[config.mk]
export PLATFORM = sky130hd
export DESIGN_NAME = xlc_link_ctrl
export DESIGN_NICKNAME = d
export VERILOG_FILES = /design/src/xlc_pkg.sv /design/src/xlc_sync.sv /design/src/xlc_link_ctrl.sv
export SDC_FILE = /design/constraint.sdc
export NUM_CORES = 1
export LEC_CHECK = 0
export ABC_CLOCK_PERIOD_IN_PS = 6400
export BUFFER_PORTS_ARGS = -buffer_cell sky130_fd_sc_hd__buf_2
export CAP_MARGIN = 10
export CORE_MARGIN = 1.5
export CORE_UTILIZATION = 40
export CTS_CLUSTER_SIZE = 14
export DETAILED_ROUTE_END_ITERATION = 10
export PLACE_DENSITY = 0.64
export SLEW_MARGIN = 10
export SYNTH_ARGS = -nofsm -noshare
export SYNTH_HDL_FRONTEND = slang
export SYNTH_SLANG_ARGS = --single-unit
[constraint.sdc]
create_clock -name CLK -period 6.4 [get_ports CLK]
set_input_delay 0.96 -clock CLK [delete_from_list [all_inputs] [get_ports CLK]]
set_output_delay 0.96 -clock CLK [all_outputs]
set_load 0.02 [all_outputs]
[src/xlc_pkg.sv]
// package for the crosslink link-state control block
// assumes a classic wishbone slave with 32-bit data and byte addresses
package xlc_pkg;
  // register offsets
  localparam logic [7:0] ADDR_LINK_CONTROL_REG    = 8'h00;
  localparam logic [7:0] ADDR_PHY_LINK_CONFIG_ZERO = 8'h04;
  localparam logic [7:0] ADDR_PHY_LINK_STATE_ZERO  = 8'h08;
  localparam logic [7:0] ADDR_PORT_CONFIG          = 8'h0c;
  // field positions
  localparam int LINK_OFF_REQUEST_BIT     = 4;
  localparam int LEGACY_COMPAT_ENABLE_BIT = 0;
  localparam int FULL_RETRAIN_TRIGGER_BIT = 0;
  localparam int COMPAT_ACTIVE_BIT        = 1;
  localparam int LTSSM_LSB                = 8;
  localparam int PORT_UPSTREAM_BIT        = 0;
  localparam int PORT_OFF_MODE_BIT        = 1;
  // training-set symbol 4 bits that compatibility mode clears
  localparam logic [7:0] TS_SYM4_NEW_BITS = 8'hc4;
  // reset values and the unmapped read value
  localparam logic [31:0] RST_LINK_CONTROL_REG     = 32'h0000_0000;
  localparam logic [31:0] RST_PHY_LINK_CONFIG_ZERO = 32'h0000_0000;
  localparam logic [31:0] RST_PORT_CONFIG          = 32'h0000_0000;
  localparam logic [31:0] UNMAPPED_READ            = 32'h0000_0000;
  // cycles spent in recovery before moving on
  localparam int RECOVERY_NS     = 100;
  localparam int CLK_PERIOD_NS   = 10;
  localparam int RECOVERY_CYCLES = (RECOVERY_NS + CLK_PERIOD_NS - 1)
                                   / CLK_PERIOD_NS;
  // link states
  typedef enum logic [5:0] {
    XLC_DETECT   = 6'h01,
    XLC_TRAIN    = 6'h02,
    XLC_L0       = 6'h04,
    XLC_RECOVERY = 6'h08,
    XLC_HOTRST   = 6'h10,
    XLC_DISABLED = 6'h20
  } xlc_state_t;
endpackage

[src/xlc_sync.sv]
// three-stage synchroniser for one pin input
// assumes the input is asynchronous to CLK
`timescale 1ns/1ps
module xlc_sync (
  input  wire logic clk,
  input  wire logic rst,
  input  wire logic din,
  output logic      dout
);
  logic s1;
  logic s2;
  logic s3;
  logic next_dout;

  always_comb begin
    next_dout = dout;
    if (s2 == s3) begin
      next_dout = s3;
    end
  end

  always_ff @(posedge clk or posedge rst) begin
    if (rst) begin
      s1   <= 1'b0;
      s2   <= 1'b0;
      s3   <= 1'b0;
      dout <= 1'b0;
    end else begin
      s1   <= din;
      s2   <= s1;
      s3   <= s2;
      dout <= next_dout;
    end
  end
endmodule

[src/xlc_link_ctrl.sv]
// link-state control for one crosslinked switch port
// assumes received training-set flags arrive asynchronously on pins
`timescale 1ns/1ps
module xlc_link_ctrl (
  input  wire logic        CLK,
  input  wire logic        RST,
  input  wire logic        CYC_I,
  input  wire logic        STB_I,
  input  wire logic        WE_I,
  input  wire logic [7:0]  ADR_I,
  input  wire logic [3:0]  SEL_I,
  input  wire logic [31:0] DAT_I,
  output logic [31:0]      DAT_O,
  output logic             ACK_O,
  input  wire logic        RX_HOT_RESET,
  input  wire logic        RX_DISABLE,
  input  wire logic        RX_TRAINED,
  input  wire logic        RX_ELEC_IDLE,
  input  wire logic [7:0]  TX_SYM4_IN,
  output logic [7:0]       TX_SYM4,
  output logic [5:0]       LINK_STATE,
  output logic             COMPAT_ACTIVE
);
  ////////////////////////////////////////////////////////////////////////
  logic hot_s;
  logic dis_s;
  logic trn_s;
  logic idle_s;

  xlc_sync u_hot (.clk(CLK), .rst(RST), .din(RX_HOT_RESET), .dout(hot_s));
  xlc_sync u_dis (.clk(CLK), .rst(RST), .din(RX_DISABLE), .dout(dis_s));
  xlc_sync u_trn (.clk(CLK), .rst(RST), .din(RX_TRAINED), .dout(trn_s));
  xlc_sync u_idl (.clk(CLK), .rst(RST), .din(RX_ELEC_IDLE), .dout(idle_s));

  ////////////////////////////////////////////////////////////////////////
  logic [31:0] link_control_reg;
  logic [31:0] phy_link_config_zero;
  logic [31:0] port_config;
  logic        retrain_pend;
  logic [31:0] next_link_control_reg;
  logic [31:0] next_phy_link_config_zero;
  logic [31:0] next_port_config;
  logic        next_retrain_pend;
  logic [31:0] next_dat_o;
  logic        next_ack_o;
  logic        wr_req;

  function automatic logic [31:0] merge(input logic [31:0] old,
                                        input logic [31:0] val,
                                        input logic [3:0]  sel);
    logic [31:0] r;
    r = old;
    for (int i = 0; i < 4; i++) begin
      if (sel[i]) begin
        r[8*i +: 8] = val[8*i +: 8];
      end
    end
    return r;
  endfunction

  xlc_pkg::xlc_state_t state;
  xlc_pkg::xlc_state_t next_state;
  logic                compat;
  logic                next_compat;
  logic [7:0]          rcnt;
  logic [7:0]          next_rcnt;
  logic [7:0]          next_tx_sym4;
  logic                upstream;
  logic                off_mode;
  logic                link_off;

  assign upstream = port_config[xlc_pkg::PORT_UPSTREAM_BIT];
  assign off_mode = port_config[xlc_pkg::PORT_OFF_MODE_BIT];
  // software link-off ignored in upstream mode
  assign link_off = link_control_reg[xlc_pkg::LINK_OFF_REQUEST_BIT]
                    && !upstream;

  always_comb begin
    wr_req = CYC_I && STB_I && WE_I && !ACK_O;
    next_ack_o = CYC_I && STB_I && !ACK_O;
    next_link_control_reg = link_control_reg;
    next_phy_link_config_zero = phy_link_config_zero;
    next_port_config = port_config;
    next_retrain_pend = retrain_pend;
    next_dat_o = DAT_O;
    // cleared on reaching detect; a new trigger in the same cycle wins
    if (state == xlc_pkg::XLC_DETECT) begin
      next_retrain_pend = 1'b0;
    end
    if (wr_req) begin
      case (ADR_I)
        xlc_pkg::ADDR_LINK_CONTROL_REG:
          next_link_control_reg = merge(link_control_reg, DAT_I, SEL_I);
        xlc_pkg::ADDR_PHY_LINK_CONFIG_ZERO:
          next_phy_link_config_zero =
            merge(phy_link_config_zero, DAT_I, SEL_I);
        xlc_pkg::ADDR_PHY_LINK_STATE_ZERO: begin
          if (SEL_I[0] && DAT_I[xlc_pkg::FULL_RETRAIN_TRIGGER_BIT]) begin
            next_retrain_pend = 1'b1;
          end
        end
        xlc_pkg::ADDR_PORT_CONFIG:
          next_port_config = merge(port_config, DAT_I, SEL_I);
        default: ;
      endcase
    end
    if (next_ack_o && !WE_I) begin
      case (ADR_I)
        xlc_pkg::ADDR_LINK_CONTROL_REG: next_dat_o = link_control_reg;
        xlc_pkg::ADDR_PHY_LINK_CONFIG_ZERO: next_dat_o = phy_link_config_zero;
        xlc_pkg::ADDR_PHY_LINK_STATE_ZERO: begin
          next_dat_o = 32'h0000_0000;
          next_dat_o[xlc_pkg::FULL_RETRAIN_TRIGGER_BIT] = retrain_pend;
          next_dat_o[xlc_pkg::COMPAT_ACTIVE_BIT] = compat;
          next_dat_o[xlc_pkg::LTSSM_LSB +: 6] = state;
        end
        xlc_pkg::ADDR_PORT_CONFIG: next_dat_o = port_config;
        default: next_dat_o = xlc_pkg::UNMAPPED_READ;
      endcase
    end
  end

  always_ff @(posedge CLK or posedge RST) begin
    if (RST) begin
      link_control_reg     <= xlc_pkg::RST_LINK_CONTROL_REG;
      phy_link_config_zero <= xlc_pkg::RST_PHY_LINK_CONFIG_ZERO;
      port_config          <= xlc_pkg::RST_PORT_CONFIG;
      retrain_pend         <= 1'b0;
      DAT_O                <= 32'h0000_0000;
      ACK_O                <= 1'b0;
    end else begin
      link_control_reg     <= next_link_control_reg;
      phy_link_config_zero <= next_phy_link_config_zero;
      port_config          <= next_port_config;
      retrain_pend         <= next_retrain_pend;
      DAT_O                <= next_dat_o;
      ACK_O                <= next_ack_o;
    end
  end

  ////////////////////////////////////////////////////////////////////////
  // link state machine; hot reset only from received sets
  always_comb begin
    next_state = state;
    next_rcnt = 8'h00;
    next_compat = compat;
    case (state)
      xlc_pkg::XLC_DETECT: begin
        // mode latched only on a requested full retrain
        if (retrain_pend) begin
          next_compat = phy_link_config_zero[
            xlc_pkg::LEGACY_COMPAT_ENABLE_BIT];
        end
        if (!off_mode && !retrain_pend) begin
          next_state = xlc_pkg::XLC_TRAIN;
        end
      end
      xlc_pkg::XLC_TRAIN: begin
        if (trn_s) begin
          next_state = xlc_pkg::XLC_L0;
        end
      end
      xlc_pkg::XLC_L0: begin
        if (hot_s) begin
          next_state = xlc_pkg::XLC_HOTRST;
        end else if (dis_s) begin
          next_state = xlc_pkg::XLC_DISABLED;
        end else if (link_off) begin
          next_state = xlc_pkg::XLC_RECOVERY;
        end else if (retrain_pend) begin
          next_state = xlc_pkg::XLC_DETECT;
        end
      end
      xlc_pkg::XLC_RECOVERY: begin
        next_rcnt = rcnt + 8'h01;
        if (dis_s) begin
          next_state = xlc_pkg::XLC_DISABLED;
        end else if (rcnt >= 8'(xlc_pkg::RECOVERY_CYCLES - 1)) begin
          next_state = xlc_pkg::XLC_DISABLED;
        end
      end
      xlc_pkg::XLC_HOTRST: begin
        if (!hot_s) begin
          next_state = xlc_pkg::XLC_DETECT;
        end
      end
      xlc_pkg::XLC_DISABLED: begin
        if (!dis_s && !link_off && !idle_s) begin
          next_state = xlc_pkg::XLC_DETECT;
        end
      end
      default: next_state = xlc_pkg::XLC_DETECT;
    endcase
    // off operating mode forces detect, never disabled
    if (off_mode) begin
      next_state = xlc_pkg::XLC_DETECT;
    end
    // clear new symbol 4 bits while compatible
    next_tx_sym4 = next_compat ? (TX_SYM4_IN & ~xlc_pkg::TS_SYM4_NEW_BITS)
                               : TX_SYM4_IN;
  end

  always_ff @(posedge CLK or posedge RST) begin
    if (RST) begin
      state         <= xlc_pkg::XLC_DETECT;
      rcnt          <= 8'h00;
      compat        <= 1'b0;
      TX_SYM4       <= 8'h00;
      LINK_STATE    <= 6'h01;
      COMPAT_ACTIVE <= 1'b0;
    end else begin
      state         <= next_state;
      rcnt          <= next_rcnt;
      compat        <= next_compat;
      TX_SYM4       <= next_tx_sym4;
      LINK_STATE    <= next_state;
      COMPAT_ACTIVE <= next_compat;
    end
  end
endmodule

Word-level counts from Yosys, hierarchy flattened
Index checks and enable logic that the tools add are counted.
Storage, ports and cells
  memory bits (read-only): 0
  word-level logic and storage cells: 109
  flip-flop bits (word level): 169
  bits in writable memories: 0
  latch bits: 0
  output and inout port bits: 48
  memories: 0
Cells by class
  div/mod/pow operators: 0
  $mul: 0
  reduce and logical (&&, ||, !) cells: 32
  $lt $le $gt $ge: 1
  bitwise logic cells: 0
  add/sub/neg operators: 1
  shift operators: 0
  multiplexer cells: 21
  eq/ne operators: 19
Operators by type and width (count)
  $pmux 32 s4: 1
  $mux 6: 11
  $pmux 6 s6: 1
  $reduce_and 3->1: 12
  $eq 8x4->1 const B: 2
  $mux 8: 2
  $logic_and 1x1->1: 10
  $add 8x1->8 const B: 1
  $eq 8x3->1 const B: 1
  $ge 8x4->1 const B: 1
  $logic_not 1->1: 8
  $logic_not 8->1: 1
  $eq 6x1->1 const B: 1
  $eq 6x2->1 const B: 1
  $eq 6x3->1 const B: 1
  $eq 6x4->1 const B: 1
  $eq 6x5->1 const B: 1
  $eq 6x6->1 const B: 1
  $mux 1: 6
  $ne 3x2->1 const B: 2
  $ne 3x3->1 const B: 2
  $ne 6x4->1 const B: 1
  $reduce_and 6->1: 1
  $eq 1x1->1: 4
  $ne 4x3->1 const B: 1

Depth between registers and ports, before layout
  word-level depth: 8
  gate-level depth with buffers: 7
  mapped depth without buffers: 7

Cells and area by module
Synthesis repeated with hierarchy kept, for this count alone.
Unflattened totals
  cell total of the unflattened synthesis: 548
  area total of the unflattened synthesis: 7083.0 um^2
Modules (own cells, without submodules)
  xlc_link_ctrl: area each 6622.6 um^2, times used 1, cells each 524
  xlc_sync: area each 115.1 um^2, times used 4, cells each 6

Worst setup path after synthesis
OpenSTA, ideal clock, no wires.
  path kind: input -> register
  from: input port ADR_I[1]
  to: register phy_link_config_zero[0]
  arrival: 2.840 ns
  required time: 6.275 ns
  path slack: 3.435 ns
  cell stages on the path: 5
  cells stage by stage: or4_1 > nor4_4 > nand2_2 > nor3b_4 > mux2_2
Between the ends
  cells in the longest elaborated chain, start to end: 2
RTL lines
  from (decl): RTL line xlc_link_ctrl.sv:10  | input wire logic [7:0] ADR_I,
  $eq 8x3->1: RTL line xlc_link_ctrl.sv:91  | case (ADR_I)
  $reduce_and 3->1 (no source line)
  to (signal assigned): RTL line xlc_link_ctrl.sv:126  | phy_link_config_zero <= xlc_pkg::RST_PHY_LINK_CONFIG_ZERO;
  to (signal assigned): RTL line xlc_link_ctrl.sv:133  | phy_link_config_zero <= next_phy_link_config_zero;
  to (decl): RTL line xlc_link_ctrl.sv:37  | logic [31:0] phy_link_config_zero;
Every way passes these cells.
A chain may end at the register's enable or synchronous reset.

Worst setup path after layout
  from: input port ADR_I[2]
  to: register port_config[21]
Between the ends
  cells in the longest elaborated chain, start to end: 2
RTL lines
  $eq 8x4->1: RTL line xlc_link_ctrl.sv:91
  $reduce_and 3->1 (no source line)
  to (signal assigned): RTL line xlc_link_ctrl.sv:127  | port_config <= xlc_pkg::RST_PORT_CONFIG;
  to (signal assigned): RTL line xlc_link_ctrl.sv:134  | port_config <= next_port_config;
  to (decl): RTL line xlc_link_ctrl.sv:38  | logic [31:0] port_config;
Every way passes these cells.

==> flow_metrics.env <==
export IMPL_fin_area_mm2=0.00849
export IMPL_pin_count=109
export IMPL_max_slew_margin_rel_pct=26.6
export IMPL_max_freq_mhz=319
export IMPL_register_area_mm2=0.00423
export IMPL_crit_buf_inv=3
export IMPL_power_density_mw_per_mm2=286
export IMPL_power_leakage_nw=4.29
export IMPL_total_power_mw=2.43
export IMPL_htree_levels=4
export IMPL_fp_dieH_um=136
export IMPL_cts_root_to_sink_buffers=2
export IMPL_setup_crit_end="port_config[21]$_DFFE_PP0P_"
export IMPL_vias_in_the_first_global_route=4841
export IMPL_regToRegEndpoint="DAT_O[17]$_DFFE_PP0P_"
export IMPL_nets=709
export IMPL_crit_path_end_kind="register"
export IMPL_cts_sinks=169
export IMPL_antenna_cells_inserted=0
export IMPL_dp_cells=851
export IMPL_netlist_top_cell_by_area="sky130_fd_sc_hd__dfrtp_1"
export IMPL_crit_start="ADR_I[2]"
export IMPL_timing_critical_path_arrival_ns=3.44
export IMPL_dominantRegCellSynth="sky130_fd_sc_hd__dfrtp_1"
export IMPL_grt_pass1_wl_mm=25.3
export IMPL_netlist_top_cells_count="sky130_fd_sc_hd__dfrtp_1 (168), sky130_fd_sc_hd__mux2_2 (73), sky130_fd_sc_hd__nor2_1 (37)"
export IMPL_setup_viol=0
export IMPL_min_delay_start="u_idl.s1$_DFF_PP0_"
export IMPL_timing_critical_path_mode_cell="sky130_fd_sc_hd__buf_4"
export IMPL_rsz_0062_raised_after_global_routing="no"
export IMPL_critical_path_cell_chain="buf_2 > buf_4 > and2_1 > buf_4 > nand3_1 > mux2_2"
export IMPL_shortest_clock_period_the_worst_path_allows_after_layout_ns=3.14
export IMPL_syn_avg_cell_area_um2=13.2
export IMPL_sequential_element_share_of_the_synthesized_area_pct=59.7
export IMPL_path_depth=6
export IMPL_crit_fanout=38
export IMPL_floorplan_die_width_um=136
export IMPL_aggregate_routed_wire_length_mm=15.9
export IMPL_worst_setup_path_start_kind="input pin"
export IMPL_irDropWorstVdd_mv=0.194
export IMPL_postSynthNetCount=602
export IMPL_grt_usage_pct=18.0
export IMPL_final_antenna_net_count=0
export IMPL_synth_most_common_cell="sky130_fd_sc_hd__dfrtp_1"
export IMPL_cts_post_setup_buffers_inserted=0
export IMPL_synth_enable_flop_cells=0
export IMPL_cpPeakStageDelay_ns=0.70
export IMPL_footprint_of_the_multi_input_gates_mm2=0.00274
export IMPL_detail_route_wl_per_cell_um=18.0
export IMPL_hold_viol=0
export IMPL_gp_congestion=0.748
export IMPL_floorplan_rows=48
export IMPL_async_flop_share_pct=100
export IMPL_crit_type="input pin to register"
export IMPL_outcome="complete, no violations"
export IMPL_holdBufCountCts=0
export IMPL_drive_gt1_share_pct=35.9
export IMPL_port_buffers=108
export IMPL_drtPass1Iterations=4
export IMPL_area_delta_synth_final_pct=19.8
export IMPL_worst_r2r_setup_slack_ns=3.99
export IMPL_routed_via_density=5.25
export IMPL_post_synth_inst_count=538
export IMPL_ff_to_ff_path_depth=4
export IMPL_non_filler_instances=883
export IMPL_max_cap_violations=0
export IMPL_cts_buffers_inserted=17
export IMPL_worst_slew_pin_transition_ns=1.09
export IMPL_cts_resized_gates=0
export IMPL_cell_family_with_the_largest_share_of_critical_path_delay="simple AND/OR/NAND/NOR gates"
export IMPL_clk_latency_ns=0.42
export IMPL_tns_ns=0
export IMPL_num_fill_cells=1538
export IMPL_slew_violations=0
export IMPL_num_vias=4638
export IMPL_timing_critical_path_required_ns=6.71
export IMPL_cts_root_buffer="sky130_fd_sc_hd__clkbuf_16"
export IMPL_clock_skew_final_ns=0.00663
export IMPL_drc=0
export IMPL_synth_distinct_cells=47
export IMPL_clock_pin_slew_of_the_registers_on_the_worst_case_setup_and_hold_paths_ns=0.06
export IMPL_pin_count_of_the_biggest_net_entering_global_routing=91
export IMPL_core_mm2=0.0173
export IMPL_total_grt_overflow=0
export IMPL_clock_tree_from_tritoncts="built"
export IMPL_post_synth_instance_area_mm2=0.00709
export IMPL_initial_utilization_pct=41.0
export IMPL_die_area_mm2=0.0185
export IMPL_critical_path_reg2reg_startpoint="ACK_O$_DFF_PP0_"
export IMPL_worst_path_max_delay_cell="sky130_fd_sc_hd__and2_1"
export IMPL_hpwl_mm=10.6
export IMPL_antenna_found_initial=0
export IMPL_dpl_cell_area_mm2=0.00786
export IMPL_synth_top_cell_area_share_pct=59.3
export IMPL_synthTopCellsByArea="sky130_fd_sc_hd__dfrtp_1 (59%), sky130_fd_sc_hd__mux2_2 (12%), sky130_fd_sc_hd__mux2_1 (3.8%), sky130_fd_sc_hd__mux2i_1 (3.7%), sky130_fd_sc_hd__mux4_2 (2.5%)"
export IMPL_dr_first_iter_drc_count=230
export IMPL_yosys_register_bits=169
export IMPL_worst_hold_path_type="register to register"
export IMPL_yosysWarningCount=0
export IMPL_fin_crit_sh_pct=49.0
[cell type report]
type	count	area share (%)
clock buffers	22	5.71
clock inverters	10	1.65
inverters	7	0.369
multi-input cells	337	32.3
flip-flops and latches	169	49.8
well taps	225	3.32
repair buffers	113	6.81
[metrics by stage]
stage                     hold WS [ns]  util (%)  worst slack [ns]
after floorplan                  0.331         -             0.867
after global placement           0.333      45.5              2.83
after detailed placement         0.337      45.5              2.80
after CTS                        0.354      49.1              3.25
after global routing             0.362      49.1              3.09
final                            0.351      49.1              3.26
[how the worst min path moves through the flow]
stage	to	slack [ns]	depth (start not counted)
4_1_cts	u_idl.s2$_DFF_PP0_	0.35	0
2_1_floorplan	u_dis.s2$_DFF_PP0_	0.33	0
3_5_place_dp	u_hot.s2$_DFF_PP0_	0.34	0
5_1_grt	u_dis.s2$_DFF_PP0_	0.36	0
6_report	u_idl.s2$_DFF_PP0_	0.35	0
3_3_place_gp	u_dis.s2$_DFF_PP0_	0.33	0
[cells by family after synthesis]
logic type | Yosys count | share of synthesized area, %
adder cells (fa/ha/maj) | 7 | 1.09
flip-flops | 169 | 59.7
AO/OA/AOI/OAI | 69 | 5.63
multiplexers | 131 | 21.6
buffers and inverters | 32 | 1.71
XOR/XNOR | 8 | 0.989
AND/OR/NAND/NOR | 122 | 9.25
[cells in the final DEF (no fill, tap or decap), types with 5 or more instances in the layout]
cell / count
sky130_fd_sc_hd__a21oi_1: 27
sky130_fd_sc_hd__a22o_1: 8
sky130_fd_sc_hd__and2_1: 5
sky130_fd_sc_hd__buf_2: 108
sky130_fd_sc_hd__buf_4: 5
sky130_fd_sc_hd__clkbuf_16: 17
sky130_fd_sc_hd__dfrtp_1: 168
sky130_fd_sc_hd__inv_1: 6
sky130_fd_sc_hd__mux2_1: 24
sky130_fd_sc_hd__mux2_2: 73
sky130_fd_sc_hd__mux2i_1: 26
sky130_fd_sc_hd__mux4_2: 8
sky130_fd_sc_hd__nand2_1: 27
sky130_fd_sc_hd__nand3_1: 13
sky130_fd_sc_hd__nor2_1: 37
sky130_fd_sc_hd__o21ai_0: 26
sky130_fd_sc_hd__xor2_1: 7
[per-layer routing]
metal  up-vias  track usage [%]  wire (um)
met5         -                0          0
met4         0             7.09        298
met3        29             3.43        554
met2       107             30.7       8170
met1      2361             22.7       6840
li1       2141                -          -
[where the power goes]
group | total [mW] | internal [mW] | switching [mW]
Clock | 1.07 | 0.656 | 0.412
Combinational | 0.214 | 0.0893 | 0.125
Sequential | 1.15 | 1.10 | 0.0494
Total | 2.43 | 1.84 | 0.587
Power figures use the tool's default switching activity.
